File: src/common/adc_pkg.sv
package adc_pkg;

  localparam int ADC_CLK_HZ = 25_000_000;
  localparam int ADC_CNT_W = 30;

  // Millisecond times round down to whole cycles
  localparam int ADC_CALL_WIN_S = 4;
  localparam logic [ADC_CNT_W-1:0] ADC_CALL_WIN_CYC = ADC_CNT_W'(ADC_CALL_WIN_S * ADC_CLK_HZ);
  localparam int ADC_CC_SETTLE_MS = 100;
  localparam logic [ADC_CNT_W-1:0] ADC_CC_SETTLE_CYC = ADC_CNT_W'((ADC_CLK_HZ / 1000) * ADC_CC_SETTLE_MS);
  localparam int ADC_RDL_DELAY_MS = 10;
  localparam logic [ADC_CNT_W-1:0] ADC_RDL_DELAY_CYC = ADC_CNT_W'((ADC_CLK_HZ / 1000) * ADC_RDL_DELAY_MS);
  localparam int ADC_FAR_TO_S = 40;
  localparam logic [ADC_CNT_W-1:0] ADC_FAR_TO_CYC = ADC_CNT_W'(ADC_FAR_TO_S * ADC_CLK_HZ);

  localparam int ADC_DIGIT_W = 4;
  localparam int ADC_DEPTH_LOG2 = 4;

  // Status byte bit positions, zero based
  localparam int ADC_SB_ACR = 2;
  localparam int ADC_SB_CC = 3;
  localparam int ADC_SB_RQS = 6;
  localparam int ADC_SB_NOTE = 7;
  // Talk byte 4 active flag position (DI07)
  localparam int ADC_TB4_ACTIVE = 6;

  localparam logic ADC_ACTIVE_RST = 1'b1;
  localparam logic ADC_RDL_RST = 1'b1;

  localparam int ADC_NPIN = 10;

  typedef enum logic [4:0] {
    ADC_IDLE = 5'b00001,
    ADC_LOAD = 5'b00010,
    ADC_SEND = 5'b00100,
    ADC_WAIT = 5'b01000,
    ADC_CONN = 5'b10000
  } adc_state_e;

endpackage

File: src/logic/adc_call_ctrl.sv
`timescale 1ns/1ps
`default_nettype none
module adc_call_ctrl
  import adc_pkg::*;
#(
  parameter logic [ADC_CNT_W-1:0] CC_SETTLE_CYC = ADC_CC_SETTLE_CYC,
  parameter logic [ADC_CNT_W-1:0] CALL_WIN_CYC = ADC_CALL_WIN_CYC,
  parameter logic [ADC_CNT_W-1:0] RDL_DELAY_CYC = ADC_RDL_DELAY_CYC,
  parameter logic [ADC_CNT_W-1:0] FAR_TO_CYC = ADC_FAR_TO_CYC
) (
  input wire logic clk,
  input wire logic rst_n,
  input wire logic cmd_dial_start,
  input wire logic cmd_digit_valid,
  input wire logic [ADC_DIGIT_W-1:0] cmd_digit,
  input wire logic cmd_dial_end,
  input wire logic cmd_disconnect,
  input wire logic cmd_notify,
  input wire logic serial_poll,
  input wire logic notify_delivered,
  input wire logic link_up,
  input wire logic ifc_pin,
  input wire logic srq_enable_pin,
  input wire logic dtr_off_button_pin,
  input wire logic pnd_pin,
  input wire logic acr_pin,
  input wire logic dsr_pin,
  input wire logic cts_pin,
  input wire logic cos_pin,
  input wire logic dlo_pin,
  input wire logic pwi_pin,
  output logic crq,
  output logic dpr,
  output logic [ADC_DIGIT_W-1:0] digit_out,
  output logic dtr,
  output logic led_addressed,
  output logic led_dialling,
  output logic busy,
  output logic active_mode,
  output logic call_complete,
  output logic remote_data_lost,
  output logic srq,
  output logic [7:0] status_byte,
  output logic [7:0] talk_byte1,
  output logic [7:0] talk_byte2,
  output logic [7:0] talk_byte4
);
  localparam int AW = ADC_DEPTH_LOG2;

  // Every pin goes through two flops before use
  logic [ADC_NPIN-1:0] pin_raw, pin_m_q, pin_s_q;
  assign pin_raw = {pwi_pin, dlo_pin, cos_pin, cts_pin, dsr_pin, acr_pin, pnd_pin,
                    dtr_off_button_pin, srq_enable_pin, ifc_pin};
  genvar gi;
  generate
    for (gi = 0; gi < ADC_NPIN; gi++) begin : g_sync
      always_ff @(posedge clk) begin
        if (!rst_n) begin
          pin_m_q[gi] <= 1'b0;
          pin_s_q[gi] <= 1'b0;
        end else begin
          pin_m_q[gi] <= pin_raw[gi];
          pin_s_q[gi] <= pin_m_q[gi];
        end
      end
    end
  endgenerate
  wire ifc_s = pin_s_q[0];
  wire srq_en_s = pin_s_q[1];
  wire dtr_btn_s = pin_s_q[2];
  wire pnd_s = pin_s_q[3];
  wire acr_s = pin_s_q[4];
  wire dsr_s = pin_s_q[5];
  wire cts_s = pin_s_q[6];
  wire cos_s = pin_s_q[7];
  wire dlo_s = pin_s_q[8];
  wire pwi_s = pin_s_q[9];

  adc_state_e state_q, state_d;
  logic [AW-1:0] wr_ptr_q, rd_ptr_q;
  logic [ADC_DIGIT_W-1:0] mem_rdata;
  logic [ADC_CNT_W-1:0] cc_cnt_q, rdl_cnt_q, far_cnt_q;
  logic acr_f_q, cc_f_q, note_f_q, rqs_q, note_pend_q, intent_q;

  // Instructions are refused while the call is being placed
  wire cmd_ok = ~busy;
  wire in_call = (state_q == ADC_SEND) || (state_q == ADC_WAIT);
  wire dial_go = cmd_ok & cmd_dial_start;
  wire disc_go = cmd_ok & cmd_disconnect;
  wire end_go = cmd_ok & cmd_dial_end & (state_q == ADC_LOAD);
  wire dig_wr = cmd_ok & cmd_digit_valid & (state_q == ADC_LOAD) & ((wr_ptr_q + 1'b1) != rd_ptr_q);
  wire digits_left = wr_ptr_q != rd_ptr_q;
  wire dsr_cts = dsr_s & cts_s;
  // A digit is offered only while the unit is not asking for the next one
  wire present = (state_q == ADC_SEND) & ~pnd_s & ~dpr & digits_left;
  wire taken = dpr & pnd_s;
  wire abort = in_call & (ifc_s | acr_s);
  // A call torn down in the same cycle must not also report completion
  wire cc_set = (state_q == ADC_WAIT) & dsr_cts & (cc_cnt_q == CC_SETTLE_CYC - 1'b1) & ~abort;
  wire rdl_target = ~(call_complete & link_up);
  wire rdl_flip = (remote_data_lost != rdl_target) & (rdl_cnt_q == RDL_DELAY_CYC - 1'b1);
  wire far_run = dtr & call_complete & remote_data_lost;
  wire far_fire = far_run & (far_cnt_q == FAR_TO_CYC - 1'b1);
  wire ev_acr = in_call & acr_s;
  wire ev_note = note_pend_q & notify_delivered;
  wire ev_rdl = rdl_flip & ~remote_data_lost & ~intent_q;
  wire any_ev = ev_acr | cc_set | ev_note | ev_rdl;

  always_comb begin
    state_d = state_q;
    case (state_q)
      ADC_IDLE: if (dial_go) state_d = ADC_LOAD;
      ADC_LOAD: begin
        if (disc_go) state_d = ADC_IDLE;
        else if (end_go) state_d = ADC_SEND;
      end
      ADC_SEND: begin
        if (abort) state_d = ADC_IDLE;
        else if (!digits_left && !dpr && !pnd_s) state_d = ADC_WAIT;
      end
      ADC_WAIT: begin
        if (abort) state_d = ADC_IDLE;
        else if (cc_set) state_d = ADC_CONN;
      end
      ADC_CONN: begin
        if (disc_go) state_d = ADC_IDLE;
        else if (dial_go) state_d = ADC_LOAD;
      end
      default: state_d = ADC_IDLE;
    endcase
  end

  adc_digit_mem #(.W(ADC_DIGIT_W), .AW(AW)) u_mem (
    .clk(clk),
    .rst_n(rst_n),
    .we(dig_wr),
    .waddr(wr_ptr_q),
    .wdata(cmd_digit),
    .raddr(rd_ptr_q),
    .rdata(mem_rdata)
  );

  always_ff @(posedge clk) begin
    if (!rst_n) begin
      state_q <= ADC_IDLE;
      wr_ptr_q <= '0;
      rd_ptr_q <= '0;
      dpr <= 1'b0;
      digit_out <= '0;
    end else begin
      state_q <= state_d;
      if (dial_go) begin
        wr_ptr_q <= '0;
        rd_ptr_q <= '0;
      end else begin
        if (dig_wr) wr_ptr_q <= wr_ptr_q + 1'b1;
        if (taken) rd_ptr_q <= rd_ptr_q + 1'b1;
      end
      dpr <= (present | dpr) & ~taken & ~abort;
      if (present) digit_out <= mem_rdata;
    end
  end

  always_ff @(posedge clk) begin
    if (!rst_n) begin
      crq <= 1'b0;
      dtr <= 1'b0;
      active_mode <= ADC_ACTIVE_RST;
      intent_q <= 1'b0;
      busy <= 1'b0;
      led_addressed <= 1'b0;
      led_dialling <= 1'b0;
    end else begin
      busy <= (state_d == ADC_SEND) || (state_d == ADC_WAIT);
      led_addressed <= (state_d != ADC_IDLE) && (state_d != ADC_CONN);
      led_dialling <= (state_d != ADC_IDLE) && (state_d != ADC_CONN);
      // Front-panel button drops DTR only; call request and mode stay put
      crq <= (crq | dial_go) & ~disc_go;
      dtr <= (dtr | dial_go) & ~disc_go & ~dtr_btn_s & ~far_fire;
      if (dial_go || disc_go) active_mode <= 1'b0;
      else if (end_go || cc_set) active_mode <= 1'b1;
      if (dial_go) intent_q <= 1'b0;
      else if (disc_go) intent_q <= 1'b1;
    end
  end

  always_ff @(posedge clk) begin
    if (!rst_n) begin
      cc_cnt_q <= '0;
      rdl_cnt_q <= '0;
      far_cnt_q <= '0;
      call_complete <= 1'b0;
      remote_data_lost <= ADC_RDL_RST;
    end else begin
      cc_cnt_q <= ((state_q == ADC_WAIT) && dsr_cts && !cc_set) ? cc_cnt_q + 1'b1 : '0;
      rdl_cnt_q <= ((remote_data_lost != rdl_target) && !rdl_flip) ? rdl_cnt_q + 1'b1 : '0;
      far_cnt_q <= (far_run && !far_fire) ? far_cnt_q + 1'b1 : '0;
      // Complete falls with DSR/CTS or when the call is torn down
      call_complete <= (call_complete | cc_set) & dsr_cts & (state_d == ADC_CONN);
      if (rdl_flip) remote_data_lost <= rdl_target;
    end
  end

  // Hardware sets win over a poll clearing in the same cycle
  always_ff @(posedge clk) begin
    if (!rst_n) begin
      acr_f_q <= 1'b0;
      cc_f_q <= 1'b0;
      note_f_q <= 1'b0;
      rqs_q <= 1'b0;
      note_pend_q <= 1'b0;
      srq <= 1'b0;
    end else begin
      acr_f_q <= ev_acr | (acr_f_q & ~serial_poll);
      cc_f_q <= cc_set | (cc_f_q & ~serial_poll);
      note_f_q <= ev_note | (note_f_q & ~serial_poll);
      rqs_q <= (srq_en_s & any_ev) | (rqs_q & ~serial_poll);
      srq <= (srq_en_s & any_ev) | (rqs_q & ~serial_poll);
      note_pend_q <= (note_pend_q | (cmd_ok & cmd_notify)) & ~notify_delivered;
    end
  end

  assign status_byte = {note_f_q, rqs_q, 2'b00, cc_f_q, acr_f_q, 2'b00};
  assign talk_byte1 = {3'b000, remote_data_lost, call_complete, acr_s, dsr_s, cts_s};
  assign talk_byte2 = {5'b00000, dlo_s, pwi_s, cos_s};
  assign talk_byte4 = {1'b0, active_mode, 6'b00_0000};

  a_dial_leds: assert property (@(posedge clk) disable iff (!rst_n)
    dial_go |=> led_addressed && led_dialling && crq) else $error("dial start did not light indicators");
  a_digit_pnd: assert property (@(posedge clk) disable iff (!rst_n)
    $rose(dpr) |-> !$past(pnd_s)) else $error("digit presented while next-digit line high");
  a_busy_refuse: assert property (@(posedge clk) disable iff (!rst_n)
    busy && cmd_disconnect && !ifc_s && !acr_s |=> crq) else $error("instruction taken while busy");
  a_ifc_release: assert property (@(posedge clk) disable iff (!rst_n)
    in_call && ifc_s |=> ##1 !busy) else $error("interface clear did not release call");
  a_cc_window: assert property (@(posedge clk) disable iff (!rst_n)
    (state_q == ADC_WAIT) && dsr_cts |-> cc_cnt_q < CALL_WIN_CYC) else $error("complete outside window");
  a_cc_active: assert property (@(posedge clk) disable iff (!rst_n)
    cc_set |=> active_mode && call_complete && status_byte[3]) else $error("completion did not set active");
  a_cc_rqs: assert property (@(posedge clk) disable iff (!rst_n)
    cc_set && srq_en_s |=> rqs_q && srq && status_byte[6]) else $error("no service request on completion");
  a_far_drop: assert property (@(posedge clk) disable iff (!rst_n)
    far_fire |=> !dtr) else $error("DTR not dropped after data-lost timeout");
  a_disc_idle: assert property (@(posedge clk) disable iff (!rst_n)
    disc_go |=> !crq && !active_mode && !dtr) else $error("disconnect did not idle");
  a_btn_keeps: assert property (@(posedge clk) disable iff (!rst_n)
    dtr_btn_s && crq && !cmd_disconnect |=> crq && !dtr) else $error("button touched call request");
  a_intent_quiet: assert property (@(posedge clk) disable iff (!rst_n)
    rdl_flip && intent_q && !rqs_q && !(ev_acr | cc_set | ev_note) |=> !rqs_q) else $error("request on intentional drop");
  a_note_bit: assert property (@(posedge clk) disable iff (!rst_n)
    ev_note |=> status_byte[7]) else $error("notify bit not set");

  c_call_done: cover property (@(posedge clk) disable iff (!rst_n) cc_set);
  c_abandon: cover property (@(posedge clk) disable iff (!rst_n) ev_acr);
  c_notify: cover property (@(posedge clk) disable iff (!rst_n) ev_note);
  c_ifc_abort: cover property (@(posedge clk) disable iff (!rst_n) in_call && ifc_s);
endmodule // adc_call_ctrl
`default_nettype wire

File: src/logic/adc_digit_mem.sv
`timescale 1ns/1ps
`default_nettype none
module adc_digit_mem #(
  parameter int W = 4,
  parameter int AW = 4
) (
  input wire logic clk,
  input wire logic rst_n,
  input wire logic we,
  input wire logic [AW-1:0] waddr,
  input wire logic [W-1:0] wdata,
  input wire logic [AW-1:0] raddr,
  output logic [W-1:0] rdata
);
  logic [W-1:0] mem [0:(1<<AW)-1];

  always_ff @(posedge clk) begin
    if (we) begin
      mem[waddr] <= wdata;
    end
  end

  always_ff @(posedge clk) begin
    if (!rst_n) begin
      rdata <= '0;
    end else begin
      rdata <= mem[raddr];
    end
  end
endmodule // adc_digit_mem
`default_nettype wire

File: config.mk
export PLATFORM = sky130hd
export DESIGN_NAME = adc_call_ctrl
export DESIGN_NICKNAME = d
export VERILOG_FILES = /design/src/common/adc_pkg.sv /design/src/logic/adc_call_ctrl.sv /design/src/logic/adc_digit_mem.sv
export SDC_FILE = /design/constraint.sdc
export NUM_CORES = 1
export LEC_CHECK = 0
export BUFFER_PORTS_ARGS = -buffer_cell sky130_fd_sc_hd__buf_2
export CORE_MARGIN = 1
export CORE_UTILIZATION = 35
export CTS_CLUSTER_DIAMETER = 50
export CTS_CLUSTER_SIZE = 14
export DETAILED_ROUTE_END_ITERATION = 8
export SLEW_MARGIN = 20
export SYNTH_ARGS = -nofsm -noshare
export SYNTH_HDL_FRONTEND = slang
export SYNTH_SLANG_ARGS = --single-unit
export TNS_END_PERCENT = 5
File: constraint.sdc
create_clock -name clk -period 2.35 [get_ports clk]
set_input_delay 0.1175 -clock clk [delete_from_list [all_inputs] [get_ports clk]]
set_output_delay 0.1175 -clock clk [all_outputs]
set_load 0.03 [all_outputs]
### Word-level counts from Yosys, hierarchy flattened

Memory sizes are Yosys's and may differ from the RTL's. A register that Yosys moved wholly into a read port is not among the register bits.
Index checks and enable logic that the tools add are counted.
Widths: inputs -> output; s select.

| word-level totals | value |
|---|---|
| memory bits (writable) | 64 |
| memories kept | 1 |
| register bits after elaboration | 141 |
| logic and storage cells | 166 |

| operators by class | value |
|---|---|
| reduce and logical (&&, ||, !) cells | 23 |
| equality and inequality tests | 16 |
| add/subtract/negate cells | 5 |
| multiplexer cells | 13 |
| bitwise gates (word level) | 67 |

Memories:

| name | words | bits a word | rd ports | clocked after memory_dff | write ports | line | source |
|---|---|---|---|---|---|---|---|
| u_mem.mem | 16 | 4 | 1 | 1 | 1 | adc_digit_mem.sv:15 | `logic [W-1:0] mem [0:(1<<AW)-1];` |

Operators by type and width:

| operator | number |
|---|---|
| $add 30x1->30 const B | 3 |
| $and 1x1->1 | 40 |
| $mux 5 | 8 |
| $eq 30x18->1 const B | 1 |
| $eq 30x22->1 const B | 1 |
| $eq 30x30->1 const B | 1 |
| $pmux 5 s5 | 1 |
| $not 1->1 | 14 |
| $or 1x1->1 | 13 |
| $eq 5x3->1 const B | 2 |
| $eq 5x4->1 const B | 2 |
| $eq 5x5->1 const B | 2 |
| $add 4x1->4 const B | 2 |
| $ne 4x4->1 | 2 |
| $logic_and 1x1->1 | 7 |
| $logic_not 1->1 | 7 |
| $reduce_and 2->1 | 3 |
| $eq 5x1->1 const B | 1 |
| $eq 5x2->1 const B | 1 |
| $ne 5x1->1 const B | 1 |
| $ne 5x5->1 const B | 1 |
| $logic_or 1x1->1 | 4 |
| $mux 1 | 4 |
| $reduce_bool 2->1 | 1 |
| 2 further kinds | 2 |

### Longest topological paths before layout

| depth | value |
|---|---|
| depth after elaboration | 10 |
| gate-level depth with buffers | 7 |
| depth with buffers taken out | 7 |

### By module

From an unflattened synthesis, not the netlist that was laid out.

| second synthesis, totals | value |
|---|---|
| cells, all modules | 863 |
| area total of the unflattened synthesis | 9,057.4 sq um |

Modules (own cells, without submodules):

| module | area an instance (sq um) | instances | sequential area each (sq um) | cells each |
|---|---|---|---|---|
| adc_call_ctrl | 6,399.9 | 1 | 2,822.7 | 719 |
| adc_digit_mem | 2,657.5 | 1 | 2,001.9 | 144 |

### Least setup slack after synthesis

Ideal clock, no wire load.

| timing path | value |
|---|---|
| path kind | register to register |
| start point | reg wr_ptr_q[0] |
| end point | mem u_mem.mem[0][0], enable pin |
| arrival time | 1.712 ns |
| period minus slack after synthesis | 2.021 ns |
| data required time | 2.041 ns |
| stages on the path, launching flop included | 8 |
| slack | 0.329 ns |
| library setup time | 0.309 ns |
| path through | dfxtp_1 -> inv_1 -> ha_1 -> xnor2_1 -> nand3_1 -> o21a_1 -> clkbuf_1 -> and3_1 |

| on the way | value |
|---|---|
| longest elaborated chain between the ends | 5 |

Ends and longest elaborated chain:

| what | line | source |
|---|---|---|
| from (decl) | adc_call_ctrl.sv:80 | `logic [AW-1:0] wr_ptr_q, rd_ptr_q;` |
| from (signal assigned) | adc_call_ctrl.sv:156 | `if (dig_wr) wr_ptr_q <= wr_ptr_q + 1'b1;` |
| $add 4x1->4 | adc_call_ctrl.sv:91 | `wire dig_wr = cmd_ok & cmd_digit_valid & (state_q == ADC_LOAD) & ((wr_ptr_q + 1'b1) != rd_ptr_q);` |
| $ne 4x4->1 | adc_call_ctrl.sv:91 |  |
| $and 1x1->1 | adc_call_ctrl.sv:91 |  |
| $mux 1 | adc_digit_mem.sv:18 | `if (we) begin` |
| $mux 1 (implied by the code) | adc_digit_mem.sv:19 | `mem[waddr] <= wdata;` |
| to (decl) | adc_digit_mem.sv:15 |  |

Several ways; a longest one is shown, not always the timed one.

### Final worst setup path

| timing path | value |
|---|---|
| start point | reg wr_ptr_q[0] |
| end point | mem u_mem.mem[15][3], enable pin |

The elaborated chain is that of the path after synthesis.

==> flow_metrics.tcl <==
set metrics [dict create \
    drt_wl_total_um 18800 \
    fin_crit_sh_pct 89.0 \
    cts.clk_slew.worst_paths_ps 60 \
    ys_seq_area_share_pct 52.4 \
    synth-async-reset-ratio_pct 0 \
    layout_common_cells "dfxtp_1, nor2_1, edfxtp_1" \
    grt_pass1_vias 5892 \
    synth-edff-count 64 \
    ir_drop_v 0.000588 \
    die_y_um 164 \
    max_cap_violations 0 \
    tightest_slew_ps 589 \
    multi_input_area_um2 3940 \
    fin_skew_ps 9.19 \
    layout_commonest_cell "dfxtp_1" \
    synth_compound_area_share_pct 2.47 \
    core_area_um2 25500 \
    clock_sinks 209 \
    synth_fa_ha_area_share_pct 1.09 \
    dp_hpwl_um 12700 \
    overflow 0 \
    clk_latency_ps 530 \
    first_iter_violations 346 \
    syn2layout_area_growth_pct 16.6 \
    initial_utilization_pct 36.1 \
    dieWidth_um 164 \
    slew_violations 0 \
    finalSetupViolCount 0 \
    finalNetCount 969 \
    synth_cell_types 65 \
    cts_tree "yes" \
    synth_ff_type "dfxtp_1" \
    setup_slack_ps 258 \
    antenna_cells 0 \
    firstDrtPassIters 5 \
    ff_latch_area_um2 4820 \
    power_leakage_nw 3.71 \
    grt_max_degree 31 \
    arrival_ps 2360 \
    yosys_warnings 0 \
    antenna_found_initial 0 \
    io_buffers 50 \
    rsz0062_at_grt "no" \
    vias 6224 \
    synth_seq_cells 209 \
    hp-class "input pin to register" \
    tns_ps 0 \
    synth_top_family_by_area "simple AND/OR/NAND/NOR gates" \
    dieArea_um2 26900 \
    nFillCells 2398 \
    synth_area_um2 9200 \
    grt_usage_pct 14.4 \
    routabilityCongestion 0.774 \
    htree_num_levels 1 \
    startpoint_type "register" \
    post_cts_buffers 0 \
    r2r_slack_ps 260 \
    drive_gt1_share_pct 16.1 \
    status "complete, no violations" \
    endpoint_kind "register" \
    grt_pass1_wl_um 30800 \
    synth_mux_area_share_pct 5.78 \
    wl_per_cell_um 14.6 \
    drc 0 \
    synth_simple_gate_area_share_pct 23.4 \
    hold_viol_final 0 \
    rows 58 \
    cts_buffer_depth 3 \
    synthCells 868 \
    cts_buffers 26 \
    postSynthAreaPerCell_um2 10.6 \
    clock.fmax_mhz 478 \
    maxSlewHeadroom_pct 60.6 \
    powerDensity_nw_per_um2 728 \
    io_pins 70 \
    synth_xor_area_share_pct 9.29 \
    finalCriticalPeriod_ps 2090 \
    worstPathRequired_ps 2610 \
    criticalPathCategory "register to register" \
    via_per_inst 4.84 \
    preCtsSetupSlack_ps 199 \
    ant_nets 0 \
    power_w 0.00781 \
    path_max_fanout 14 \
    root_buffer "clkbuf_16" \
]
registers in the layout (all words and copies together) (netlist names), 4 cells and up:
| register | count |
|---|---|
| u_mem.mem | 64 |
| cc_cnt_q | 30 |
| far_cnt_q | 30 |
| rdl_cnt_q | 30 |
| pin_m_q | 10 |
| state_q | 5 |
| digit_out | 4 |
| rd_ptr_q | 4 |
| u_mem.rdata | 4 |
| wr_ptr_q | 4 |
worst max-delay path, cell delays in order, from the launching register on:
cell and delay, ps:
dfxtp_1 450, inv_1 100, ha_1 330, xnor2_1 180
nand3_1 130, o21a_1 200, buf_4 180, and3_1 260
area by class of cell:
| cell class | instances | area share [%] |
|---|---|---|
| Sequential cell | 209 | 45.0 |
| Multi-Input combinational cell | 590 | 36.7 |
| Clock buffer | 31 | 6.33 |
| Timing Repair Buffer | 93 | 6.13 |
| Tap cell | 330 | 3.85 |
| Clock inverter | 16 | 1.40 |
| Inverter | 17 | 0.595 |
worst paths after layout:
check,start,depth (start not counted),to
max,wr_ptr_q[0],7,u_mem.mem[15][3]
min reg2reg,pin_m_q[1],1,srq_en_s
min,cmd_digit[0],1,u_mem.mem[8][0]
max reg2reg,wr_ptr_q[0],7,u_mem.mem[15][3]
cells in the mapped netlist, types with 14 or more instances:
library cell,instances,area share (%)
nand2_1,44,1.8
nand3_1,40,2.2
nand4_1,29,2.0
clkbuf_1,14,0.57
mux4_2,20,4.9
and2_1,29,2.0
edfxtp_1,64,21
buf_4,35,2.9
inv_1,17,0.69
nor3_1,16,0.87
nor4_1,21,1.4
nor2_1,136,5.5
dfxtp_1,145,32
xnor2_1,48,4.6
and3_1,24,1.6
xor2_1,47,4.5
buf_2,16,0.87
where the power goes:
part / switching, W / internal [W] / total, W
registers: 0.0000205 / 0.00374 / 0.00376
clock network: 0.00159 / 0.00222 / 0.00380
logic: 0.000159 / 0.0000853 / 0.000245
metal layers:
layer  GRT usage (%)  up-vias  wire, um
li1                -     3139         -
met1            19.5     2946      8850
met2            22.8      108      8680
met3            2.75       31       889
met4            4.84        0       423
met5               0        -         0
timing repair:
action | CTS | global route
gates resized for setup | 0 | 1
hold buffers | 19 | 0
hold endpoints to repair | 50 | 0
setup endpoints to repair | 0 | 4
stage by stage:
stage                     hold slack, ps  cell area [um^2]  instances  util (%)
after floorplan                      197              9270        886         -
after global placement               303              9710       1220      38.1
after detailed placement             314              9710       1220      38.1
after CTS                           3.15             10700       1286      42.1
after global routing                18.7             10700       1286      42.1
final                               16.8             10700       1286      42.1
cell families after synthesis:
kind of cell    after synthesis
simple gates                405
other cells                   1
xor+xnor                     96
compound gates               34
fa+ha+maj                     8
flops                       209
mux                          28
buf+inv                      87
Power figures use the tool's default switching activity.
